--- src/rtl/sebl_pkg.sv ---
package sebl_pkg;

  // ----------------------------------------------------------------
  // Register map (byte offsets)
  // ----------------------------------------------------------------
  localparam logic [4:0] SEBL_OFS_CTRL = 5'h00;
  localparam logic [4:0] SEBL_OFS_STATUS = 5'h04;
  localparam logic [4:0] SEBL_OFS_MODE = 5'h08;
  localparam logic [4:0] SEBL_OFS_EXEC = 5'h0C;
  localparam int SEBL_CTRL_RESTART_BIT = 0;

  // ----------------------------------------------------------------
  // Chip select 0 mode register
  // ----------------------------------------------------------------
  localparam logic [31:0] SEBL_MODE_RESET = 32'h3307_0000;
  localparam logic [31:0] SEBL_MODE_FREQ_MASK = 32'h1F00_0000;
  localparam int SEBL_MODE_XDIV_BIT = 28;
  localparam int SEBL_MODE_PRESCALE_LSB = 24;
  localparam logic [9:0] SEBL_XDIV_FACTOR = 10'h010;

  // ----------------------------------------------------------------
  // Image layout and word encodings
  // ----------------------------------------------------------------
  localparam logic [31:0] SEBL_ADR_SIGNATURE = 32'h0000_0040;
  localparam logic [31:0] SEBL_ADR_HEADER = 32'h0000_0048;
  localparam logic [31:0] SEBL_HEADER_STEP = 32'h0000_0008;
  localparam logic [31:0] SEBL_ADR_PAIRS = 32'h0000_0080;
  localparam logic [31:0] SEBL_WORD_STEP = 32'h0000_0004;
  localparam logic [31:0] SEBL_SIGNATURE = 32'h424F_4F54;
  localparam logic [31:0] SEBL_MAX_PAIRS = 32'h0000_0400;
  localparam logic [2:0] SEBL_HDR_LAST = 3'h4;
  localparam int SEBL_KIND_BIT = 0;
  localparam int SEBL_END_BIT = 31;
  localparam int SEBL_PAUSE_BIT = 30;
  localparam int SEBL_RATE_BIT = 29;
  localparam logic [7:0] SEBL_OP_READ = 8'h03;
  localparam logic [7:0] SEBL_OP_DUMMY = 8'h00;
  localparam logic [2:0] SEBL_ADDR_BYTES_LAST = 3'h3;
  localparam logic [2:0] SEBL_DATA_BYTES_LAST = 3'h3;
  localparam logic [7:0] SEBL_CS_GAP = 8'h08;
  localparam logic [2:0] SEBL_PAUSE_SHIFT = 3'h3;

  // ----------------------------------------------------------------
  // Types
  // ----------------------------------------------------------------
  typedef struct packed {
    logic [35:0] addr;
    logic [31:0] data;
  } sebl_sys_req_s;

  typedef struct packed {
    logic busy;
    logic done;
    logic sclk;
    logic mosi;
    logic [7:0] shift;
    logic [7:0] rx;
    logic [3:0] bits;
    logic [9:0] ticks;
  } sebl_spi_s;

endpackage : sebl_pkg

--- src/rtl/sebl_loader.sv ---
// Functional notes
// - Address word lsb selects data write (0) or control instruction (1).
// - End flag stops configuration and starts the code copy.
// - Pause flag waits data word count times eight clocks.
// - Rate change copies only prescale and extra divide into mode register.
// - Rate change is applied after all config words, with CS parked.
// - Loader is master; chip select 0 alone enables the memory.
// - Data leaves on falling clock edge, is captured on rising edge.
// - Serial clock rests low while idle.
// - Eight-bit characters, most significant bit first.
// - Default serial clock is the platform clock divided by 256.
// - Non-sequential reads send opcode 03 and the address bytes.
// - Sequential reads keep clocking without a new command.
// - Signature tried with three address bytes, then with two.
// - First data bit after 24 or 32 serial clocks.
// - Image addresses map to 36 bits with top four bits zero.
// - Signature missing in both modes: stop link, request chip reset.
// - Data-mode address word writes data word to aligned address.
// - Pair count at most 1024; that many pairs processed unless an end flag stops earlier.
// - Copy code bytes from source to target, then start execution.
`timescale 1ns/100ps
module sebl_loader import sebl_pkg::*; (
  // Clock and reset
  input wire logic i_clock,
  input wire logic i_rst,
  // Avalon-MM slave
  input wire logic [4:0] i_avs_address,
  input wire logic i_avs_read,
  input wire logic i_avs_write,
  input wire logic [31:0] i_avs_writedata,
  input wire logic [3:0] i_avs_byteenable,
  output logic [31:0] o_avs_readdata,
  output logic o_avs_waitrequest,
  // System write master
  output logic o_sys_valid,
  output sebl_sys_req_s o_sys_req,
  input wire logic i_sys_ready,
  // Boot outcome
  output logic o_exec_start,
  output logic [35:0] o_exec_addr,
  output logic o_chip_reset_request,
  // Serial memory link
  output logic o_chip_select0_n,
  output logic o_sclk,
  output logic o_serial_data_out,
  input wire logic i_serial_data_in
);

  // ----------------------------------------------------------------
  // State types
  // ----------------------------------------------------------------
  typedef enum logic [3:0] {
    ST_SIG, ST_HDR, ST_CADDR, ST_CDATA, ST_CWR, ST_PAUSE, ST_NEXT,
    ST_CFG_END, ST_FREQ, ST_COPY_RD, ST_COPY_WR, ST_DONE, ST_FAIL
  } sebl_main_e;

  typedef enum logic [2:0] {
    F_IDLE, F_GAP, F_SEND, F_WAIT
  } sebl_fetch_e;

  typedef struct packed {
    sebl_main_e main;
    sebl_fetch_e fetch;
    logic in_data;
    logic [2:0] idx;
    logic [7:0] gap;
    logic got;
    logic [31:0] word;
    logic [31:0] faddr;
    logic [31:0] next_addr;
    logic seq_ok;
    logic cs_active;
    logic addr16;
    logic spi_go;
    logic [7:0] tx;
    logic [2:0] hdr;
    logic [31:0] ptr;
    logic [31:0] len;
    logic [31:0] src;
    logic [31:0] tgt;
    logic [31:0] exec;
    logic [31:0] npairs;
    logic [31:0] pair_idx;
    logic [31:0] caddr;
    logic freq_pending;
    logic [31:0] freq_data;
    logic [34:0] pause_left;
    logic [29:0] left;
    logic sys_valid;
    sebl_sys_req_s sys_req;
    logic exec_start;
    logic reset_req;
    logic [31:0] mode;
    logic ack;
    logic [31:0] rdata;
  } sebl_state_s;

  sebl_state_s s_reg;
  sebl_state_s s_next;

  logic spi_busy;
  logic spi_done;
  logic [7:0] spi_rx;
  logic [9:0] half_period;
  logic [3:0] prescale_field;

  // ----------------------------------------------------------------
  // Serial clock divider from the mode register
  // ----------------------------------------------------------------
  // Divide = 4*(prescale+1), times 16 with extra divide; reset gives 256
  assign prescale_field = s_reg.mode[SEBL_MODE_PRESCALE_LSB +: 4];
  assign half_period = (10'({1'b0, prescale_field} + 5'h01) << 1) *
    (s_reg.mode[SEBL_MODE_XDIV_BIT] ? SEBL_XDIV_FACTOR : 10'h001);

  // Byte shifter on the serial pins
  sebl_spi_byte u_spi (
    .i_clock(i_clock),
    .i_rst(i_rst),
    .i_start(s_reg.spi_go),
    .i_tx_byte(s_reg.tx),
    .i_half_period(half_period),
    .o_busy(spi_busy),
    .o_done(spi_done),
    .o_rx_byte(spi_rx),
    .o_sclk(o_sclk),
    .o_serial_data_out(o_serial_data_out),
    .i_serial_data_in(i_serial_data_in)
  );

  // ----------------------------------------------------------------
  // Next-state logic
  // ----------------------------------------------------------------
  always_comb begin
    logic want;
    logic [31:0] waddr;
    logic restart;
    logic [31:0] be_mask;
    want = 1'b0;
    waddr = s_reg.ptr;
    restart = 1'b0;
    be_mask = {{8{i_avs_byteenable[3]}}, {8{i_avs_byteenable[2]}},
      {8{i_avs_byteenable[1]}}, {8{i_avs_byteenable[0]}}};
    s_next = s_reg;
    s_next.spi_go = 1'b0;

    // Bus slave: one wait cycle, then answer at the next edge
    s_next.ack = (i_avs_read | i_avs_write) & ~s_reg.ack;
    if (i_avs_read && !s_reg.ack) begin
      if (i_avs_address == SEBL_OFS_STATUS) begin
        s_next.rdata = {28'h0000000, s_reg.addr16, s_reg.reset_req,
          s_reg.exec_start, (s_reg.main != ST_DONE) &&
          (s_reg.main != ST_FAIL)};
      end else if (i_avs_address == SEBL_OFS_MODE) begin
        s_next.rdata = s_reg.mode;
      end else if (i_avs_address == SEBL_OFS_EXEC) begin
        s_next.rdata = s_reg.exec;
      end else begin
        s_next.rdata = 32'h0000_0000;
      end
    end
    if (i_avs_write && s_reg.ack) begin
      if (i_avs_address == SEBL_OFS_CTRL) begin
        restart = i_avs_byteenable[0] &
          i_avs_writedata[SEBL_CTRL_RESTART_BIT];
      end else if (i_avs_address == SEBL_OFS_MODE) begin
        s_next.mode = (s_reg.mode & ~be_mask) | (i_avs_writedata & be_mask);
      end
    end

    // Loader sequence
    case (s_reg.main)
      ST_SIG: begin
        want = !s_reg.got;
        waddr = SEBL_ADR_SIGNATURE;
        if (s_reg.got) begin
          s_next.got = 1'b0;
          if (s_reg.word == SEBL_SIGNATURE) begin
            s_next.main = ST_HDR;
            s_next.hdr = 3'h0;
            s_next.ptr = SEBL_ADR_HEADER;
          end else if (!s_reg.addr16) begin
            s_next.addr16 = 1'b1;
            s_next.cs_active = 1'b0;
            s_next.seq_ok = 1'b0;
          end else begin
            s_next.cs_active = 1'b0;
            s_next.reset_req = 1'b1;
            s_next.main = ST_FAIL;
          end
        end
      end
      ST_HDR: begin
        want = !s_reg.got;
        if (s_reg.got) begin
          s_next.got = 1'b0;
          s_next.ptr = s_reg.ptr + SEBL_HEADER_STEP;
          s_next.hdr = s_reg.hdr + 3'h1;
          case (s_reg.hdr)
            3'h0: s_next.len = s_reg.word;
            3'h1: s_next.src = s_reg.word;
            3'h2: s_next.tgt = s_reg.word;
            3'h3: s_next.exec = s_reg.word;
            default: s_next.npairs = s_reg.word;
          endcase
          if (s_reg.hdr == SEBL_HDR_LAST) begin
            s_next.ptr = SEBL_ADR_PAIRS;
            s_next.pair_idx = 32'h0000_0000;
            if (s_reg.word > SEBL_MAX_PAIRS) begin
              s_next.cs_active = 1'b0;
              s_next.main = ST_FAIL;
            end else if (s_reg.word == 32'h0000_0000) begin
              s_next.main = ST_CFG_END;
            end else begin
              s_next.main = ST_CADDR;
            end
          end
        end
      end
      ST_CADDR: begin
        want = !s_reg.got;
        if (s_reg.got) begin
          s_next.got = 1'b0;
          s_next.caddr = s_reg.word;
          s_next.ptr = s_reg.ptr + SEBL_WORD_STEP;
          if (s_reg.word[SEBL_KIND_BIT] && s_reg.word[SEBL_END_BIT]) begin
            s_next.main = ST_CFG_END;
          end else begin
            s_next.main = ST_CDATA;
          end
        end
      end
      ST_CDATA: begin
        want = !s_reg.got;
        if (s_reg.got) begin
          s_next.got = 1'b0;
          s_next.ptr = s_reg.ptr + SEBL_WORD_STEP;
          s_next.main = ST_NEXT;
          if (!s_reg.caddr[SEBL_KIND_BIT]) begin
            s_next.sys_req.addr = {4'h0, s_reg.caddr[31:2], 2'b00};
            s_next.sys_req.data = s_reg.word;
            s_next.sys_valid = 1'b1;
            s_next.main = ST_CWR;
          end else if (s_reg.caddr[SEBL_PAUSE_BIT]) begin
            s_next.pause_left = 35'(s_reg.word) << SEBL_PAUSE_SHIFT;
            if (s_reg.word != 32'h0000_0000) begin
              s_next.main = ST_PAUSE;
            end
          end else if (s_reg.caddr[SEBL_RATE_BIT]) begin
            s_next.freq_pending = 1'b1;
            s_next.freq_data = s_reg.word;
          end
        end
      end
      ST_CWR: begin
        if (i_sys_ready) begin
          s_next.sys_valid = 1'b0;
          s_next.main = ST_NEXT;
        end
      end
      ST_PAUSE: begin
        // Link stays selected; a sequential read resumes afterwards
        s_next.pause_left = s_reg.pause_left - 35'h000000001;
        if (s_reg.pause_left == 35'h000000001) begin
          s_next.main = ST_NEXT;
        end
      end
      ST_NEXT: begin
        s_next.pair_idx = s_reg.pair_idx + 32'h0000_0001;
        if (s_reg.pair_idx + 32'h0000_0001 == s_reg.npairs) begin
          s_next.main = ST_CFG_END;
        end else begin
          s_next.main = ST_CADDR;
        end
      end
      ST_CFG_END: begin
        s_next.ptr = s_reg.src;
        s_next.left = s_reg.len[31:2];
        if (s_reg.freq_pending) begin
          s_next.main = ST_FREQ;
        end else if (s_reg.len[31:2] == 30'h00000000) begin
          s_next.exec_start = 1'b1;
          s_next.main = ST_DONE;
        end else begin
          s_next.main = ST_COPY_RD;
        end
      end
      ST_FREQ: begin
        // Park the link first so no character sees a half-changed rate
        s_next.cs_active = 1'b0;
        s_next.seq_ok = 1'b0;
        if (!spi_busy && !s_reg.cs_active) begin
          s_next.mode = (s_reg.mode & ~SEBL_MODE_FREQ_MASK) |
            (s_reg.freq_data & SEBL_MODE_FREQ_MASK);
          s_next.freq_pending = 1'b0;
          s_next.main = ST_CFG_END;
        end
      end
      ST_COPY_RD: begin
        want = !s_reg.got;
        if (s_reg.got) begin
          s_next.got = 1'b0;
          s_next.ptr = s_reg.ptr + SEBL_WORD_STEP;
          s_next.sys_req.addr = {4'h0, s_reg.tgt};
          s_next.sys_req.data = s_reg.word;
          s_next.sys_valid = 1'b1;
          s_next.main = ST_COPY_WR;
        end
      end
      ST_COPY_WR: begin
        if (i_sys_ready) begin
          s_next.sys_valid = 1'b0;
          s_next.tgt = s_reg.tgt + SEBL_WORD_STEP;
          s_next.left = s_reg.left - 30'h00000001;
          if (s_reg.left == 30'h00000001) begin
            s_next.cs_active = 1'b0;
            s_next.exec_start = 1'b1;
            s_next.main = ST_DONE;
          end else begin
            s_next.main = ST_COPY_RD;
          end
        end
      end
      default: begin
        // Done or failed: wait for a software restart
        if (restart) begin
          s_next.main = ST_SIG;
          s_next.addr16 = 1'b0;
          s_next.exec_start = 1'b0;
          s_next.reset_req = 1'b0;
          s_next.seq_ok = 1'b0;
          s_next.freq_pending = 1'b0;
        end
      end
    endcase

    // Word fetch from the serial memory
    case (s_reg.fetch)
      F_IDLE: begin
        if (want) begin
          s_next.faddr = waddr;
          s_next.word = 32'h0000_0000;
          s_next.idx = 3'h0;
          if (s_reg.seq_ok && s_reg.cs_active && waddr == s_reg.next_addr) begin
            s_next.in_data = 1'b1;
            s_next.fetch = F_SEND;
          end else begin
            s_next.cs_active = 1'b0;
            s_next.in_data = 1'b0;
            s_next.gap = SEBL_CS_GAP;
            s_next.fetch = F_GAP;
          end
        end
      end
      F_GAP: begin
        s_next.gap = s_reg.gap - 8'h01;
        if (s_reg.gap == 8'h01) begin
          s_next.cs_active = 1'b1;
          s_next.fetch = F_SEND;
        end
      end
      F_SEND: begin
        s_next.spi_go = 1'b1;
        s_next.fetch = F_WAIT;
        if (s_reg.in_data) begin
          s_next.tx = SEBL_OP_DUMMY;
        end else begin
          case (s_reg.idx)
            3'h0: s_next.tx = SEBL_OP_READ;
            3'h1: s_next.tx = s_reg.faddr[23:16];
            3'h2: s_next.tx = s_reg.faddr[15:8];
            default: s_next.tx = s_reg.faddr[7:0];
          endcase
        end
      end
      default: begin
        if (spi_done) begin
          s_next.fetch = F_SEND;
          s_next.idx = s_reg.idx + 3'h1;
          if (!s_reg.in_data) begin
            // Two-byte mode skips the top address byte
            if (s_reg.idx == 3'h0 && s_reg.addr16) begin
              s_next.idx = 3'h2;
            end
            if (s_reg.idx == SEBL_ADDR_BYTES_LAST) begin
              s_next.in_data = 1'b1;
              s_next.idx = 3'h0;
            end
          end else begin
            s_next.word = {s_reg.word[23:0], spi_rx};
            if (s_reg.idx == SEBL_DATA_BYTES_LAST) begin
              s_next.got = 1'b1;
              s_next.seq_ok = 1'b1;
              s_next.next_addr = s_reg.faddr + SEBL_WORD_STEP;
              s_next.fetch = F_IDLE;
            end
          end
        end
      end
    endcase
  end

  // ----------------------------------------------------------------
  // State register
  // ----------------------------------------------------------------
  always_ff @(posedge i_clock) begin
    if (i_rst) begin
      s_reg <= '0;
      s_reg.main <= ST_SIG;
      s_reg.fetch <= F_IDLE;
      s_reg.mode <= SEBL_MODE_RESET;
    end else begin
      s_reg <= s_next;
    end
  end

  // ----------------------------------------------------------------
  // Outputs
  // ----------------------------------------------------------------
  assign o_avs_waitrequest = (i_avs_read | i_avs_write) & ~s_reg.ack;
  assign o_avs_readdata = s_reg.rdata;
  assign o_sys_valid = s_reg.sys_valid;
  assign o_sys_req = s_reg.sys_req;
  assign o_exec_start = s_reg.exec_start;
  assign o_exec_addr = {4'h0, s_reg.exec};
  assign o_chip_reset_request = s_reg.reset_req;
  assign o_chip_select0_n = ~s_reg.cs_active;

endmodule : sebl_loader

--- src/rtl/sebl_spi_byte.sv ---
`timescale 1ns/100ps
module sebl_spi_byte import sebl_pkg::*; (
  // Clock and reset
  input wire logic i_clock,
  input wire logic i_rst,
  // Byte request
  input wire logic i_start,
  input wire logic [7:0] i_tx_byte,
  input wire logic [9:0] i_half_period,
  output logic o_busy,
  output logic o_done,
  output logic [7:0] o_rx_byte,
  // Serial pins
  output logic o_sclk,
  output logic o_serial_data_out,
  input wire logic i_serial_data_in
);

  sebl_spi_s s_reg;
  sebl_spi_s s_next;

  // ----------------------------------------------------------------
  // One eight-bit character, mode 0, msb first
  // ----------------------------------------------------------------
  always_comb begin
    s_next = s_reg;
    s_next.done = 1'b0;
    if (!s_reg.busy) begin
      s_next.sclk = 1'b0;
      if (i_start) begin
        s_next.busy = 1'b1;
        s_next.shift = i_tx_byte;
        s_next.mosi = i_tx_byte[7];
        s_next.bits = 4'h0;
        s_next.ticks = i_half_period - 10'h001;
      end
    end else if (s_reg.ticks != 10'h000) begin
      s_next.ticks = s_reg.ticks - 10'h001;
    end else begin
      s_next.ticks = i_half_period - 10'h001;
      if (!s_reg.sclk) begin
        // Rising edge: capture
        s_next.sclk = 1'b1;
        s_next.rx = {s_reg.rx[6:0], i_serial_data_in};
        s_next.bits = s_reg.bits + 4'h1;
      end else begin
        // Falling edge: launch next bit or finish low
        s_next.sclk = 1'b0;
        if (s_reg.bits == 4'h8) begin
          s_next.busy = 1'b0;
          s_next.done = 1'b1;
        end else begin
          s_next.shift = {s_reg.shift[6:0], 1'b0};
          s_next.mosi = s_reg.shift[6];
        end
      end
    end
  end

  // State register
  always_ff @(posedge i_clock) begin
    if (i_rst) begin
      s_reg <= '0;
    end else begin
      s_reg <= s_next;
    end
  end

  // Outputs straight from flops
  assign o_busy = s_reg.busy;
  assign o_done = s_reg.done;
  assign o_rx_byte = s_reg.rx;
  assign o_sclk = s_reg.sclk;
  assign o_serial_data_out = s_reg.mosi;

endmodule : sebl_spi_byte
--- config.mk ---
export PLATFORM = sky130hd
export DESIGN_NAME = sebl_loader
export DESIGN_NICKNAME = d
export VERILOG_FILES = /design/src/rtl/sebl_pkg.sv /design/src/rtl/sebl_loader.sv /design/src/rtl/sebl_spi_byte.sv
export SDC_FILE = /design/constraint.sdc
export NUM_CORES = 2
export LEC_CHECK = 0
export BUFFER_PORTS_ARGS = -buffer_cell sky130_fd_sc_hd__clkbuf_2
export CORE_MARGIN = 8
export CORE_UTILIZATION = 58
export CTS_BUF_LIST = sky130_fd_sc_hd__clkbuf_4
export DETAILED_ROUTE_END_ITERATION = 16
export GPL_TIMING_DRIVEN = 0
export PLACE_DENSITY = 0.77
export SETUP_SLACK_MARGIN = 0.2
export SKIP_CTS_REPAIR_TIMING = 1
export SYNTH_ARGS = -nofsm -noshare
export SYNTH_HDL_FRONTEND = slang
export SYNTH_HIERARCHICAL = 1
export SYNTH_SLANG_ARGS = --single-unit
--- constraint.sdc ---
create_clock -name i_clock -period 3.8 [get_ports i_clock]
set_input_delay 0.76 -clock i_clock [delete_from_list [all_inputs] [get_ports i_clock]]
set_output_delay 0.76 -clock i_clock [all_outputs]
set_load 0.01 [all_outputs]
==> metrics <==
Fin. Hold Viols=2; syn_area_per_cell=7.57 sq um; Initial Utilization=58.2%; Leakage=0.0127 uW; worst hold slack=-0.00486 ns; initial antenna violation count=7; Worst Hold Path Cells=3; final period utilization=95.2%; CTS tree=done; Port Buffers=175; DP Wirelength=83,900 um; RR Endpoint=s_reg[605]$_SDFFE_PP0P_; post-synthesis sequential area ratio=38.9%; drt wl/cell=22.2 um; Core ar.=54,800 sq um; setup TNS=0 ns; Nets=4,673; die area=62,700 sq um; most frequent cell after synthesis=nand2_1; FF-to-FF path depth=11; cell taking the most area after synthesis=dfxtp_1; worst path arrival time=4.55 ns; Mapped Cells=4,214; number of DRC markers in iteration 0=4,398; Achievable Freq=0.276 GHz; clock sinks=619; Final Wtd Congestion=1.01; setup ws final=0.183 ns; reg2reg start=s_reg[619]$_SDFFE_PP0P_; Hold EP=s_reg[54]$_SDFFE_PP0P_; num rows=86; Hold Crit Class=in2reg; die width=250 um; Setup Crit Path Kind=reg2reg; Max Cap Viol=0; top cells by count, synth=nand2_1 (702), dfxtp_1 (619), a21oi_1 (504), nor2_1 (407), clkbuf_1 (316); layout cells sized above 1=14.3%; fin util=66.0%; ys flop type=dfxtp_1; RSZ-0062 raised after global routing=yes; Pre-Repair DR Iteration Count=7; area grow syn2layout=13.3%; failing checks=hold timing; Period minus WS final=3.62 ns; flops & latches, synth=619; HP Start=i_avs_writedata[21]; clk_skew=0.0706 ns; vias per cell=6.24; vias in the first global route=31.0k; Synth top area share=38.9%; Worst-path clk slew=0.08 ns; H-tree levels=4; top post-synthesis cells by area=dfxtp_1 (39%), nand2_1 (8.3%), a21oi_1 (7.9%), nor2_1 (4.8%), clkbuf_1 (3.7%); buffer type at the clock tree root=clkbuf_4; count of warnings emitted by yosys=6; IO Pins=190; largest net degree at the start of global routing=17; reg-to-reg slack, setup=0.18 ns; Startpoint Class=flop; Place WS=-0.140 ns; total CTS buffers=163; pwr/cell area=403 nW/um^2; Synth cell types=90; CTS max path bufs=3; Vias=33.8k; EDFF count, synth=0; Worst EP required=4.73 ns; status=finished, violations left; Detailed Route WL=120,000 um; Die Height=250 um; Finish-stage setup viols=0; Worst-Margin Slew=1.41 ns; asr flop ratio synth=0%; DR DRC count=0; max FFs per register=451; CP max FO=11; Max Slew Vio Count=0; Final ANT Viol Nets=0; first-pass GRT wire length=179,000 um; remaining global-route overflow=0; CP Capture Type=flop; VDD IR max=279 uV; Cell Area, Synth=31,900 sq um; clk_lat worst skew=1.07 ns; GRT Overall Usage=36.2%; slew margin rel.=5.13%
where the power goes:
| group | leakage [uW] | internal, uW | switching, uW |
|---|---|---|---|
| registers | 0.00499 | 6610 | 125 |
| clock network | 0.00121 | 3060 | 2930 |
| logic | 0.00655 | 572 | 1280 |
critical path: stages (launching register included):
cell,delay [ns]
dfxtp_1,0.31
buf_2,0.23
nor4_2,0.61
nor2_1,0.10
o32ai_1,0.24
nand4_1,0.16
or4_1,0.53
or4_1,0.62
buf_6,0.18
a21oi_2,0.18
o21ai_1,0.11
a221oi_2,0.22
cell type report:
type                            count  area (sq um)
Timing Repair Buffer              198          1110
Sequential cell                   619         12400
Clock inverter                     49           322
Buffer                            487          2420
Multi-Input combinational cell   3063         17000
Clock buffer                      230          1730
Antenna cell                        5          12.5
Tap cell                          704           881
Fill cell                        4942         18600
Inverter                           61           229
kinds of logic after synthesis:
logic type / synth area share [%]
flops: 38.9
compound gates: 21.3
xor+xnor: 2.88
buf+inv: 8.27
other cells: 0.0118
simple gates: 24.6
mux: 2.77
fa+ha+maj: 1.29
worst max path at each step:
stage / cells past startpoint / endpoint / from / slack (ns)
after CTS: 10 / s_reg[617]$_SDFFE_PP0P_ / s_reg[277]$_SDFFE_PP0P_ / -0.24
after floorplan: 12 / s_reg[607]$_SDFFE_PP0P_ / s_reg[620]$_SDFFE_PP0P_ / 0.84
after global routing: 12 / s_reg[605]$_SDFFE_PP0P_ / s_reg[619]$_SDFFE_PP0P_ / 0.13
final: 11 / s_reg[605]$_SDFFE_PP0P_ / s_reg[619]$_SDFFE_PP0P_ / 0.18
after global placement: 9 / s_reg[485]$_SDFFE_PP0P_ / s_reg[617]$_SDFFE_PP0P_ / -0.41
after detailed placement: 10 / s_reg[617]$_SDFFE_PP0P_ / s_reg[277]$_SDFFE_PP0P_ / -0.14
cells in the final DEF, fill, tap and decap left out, types with 12 or more instances in the layout:
cell type,instances
nand2b_1,17
and3_1,28
dlygate4sd3_1,19
xor2_1,53
clkbuf_1,311
clkinv_1,34
o32ai_1,15
dfxtp_1,619
a311oi_1,19
nor3_1,111
conb_1,16
a21oi_1,502
nand4_1,53
nand3_1,168
or3_1,27
nor2_1,404
nand2_1,702
buf_4,148
o21ai_0,176
a31oi_1,48
mux2_2,33
nor2b_1,31
and2_1,20
ha_1,33
nor4_1,38
a211oi_1,87
o211ai_1,18
or4_1,25
o22ai_1,13
a22oi_1,83
buf_1,16
clkbuf_2,180
and4_1,12
xnor2_1,52
mux2i_1,51
inv_1,57
clkbuf_4,230
a21o_1,14
a221oi_1,27
metal layers:
metal / share of wire (%) / wire (um) / vias to the layer above / track usage (%)
li1: - / - / 15568 / -
met1: 39 / 46700 / 15665 / 45.8
met2: 43 / 51500 / 2087 / 54.4
met3: 12 / 15000 / 445 / 11.1
met4: 5.7 / 6870 / 10 / 21.0
met5: 0.067 / 80 / - / 0
per-stage QoR:
| stage | cells | power (uW) | area (sq um) | hold slack, ns |
|---|---|---|---|---|
| after floorplan | 4229 | 8140 | 31900 | 0.431 |
| after CTS | 5387 | 14500 | 35800 | -0.112 |
| after global placement | 5108 | 8620 | 33700 | 0.439 |
| after global routing | 5416 | 15100 | 36100 | 0.00899 |
| final | 5416 | 14600 | 36100 | -0.00486 |
| after detailed placement | 5108 | 8640 | 33700 | 0.444 |
Note: power is estimated with default switching activity, not from simulation.
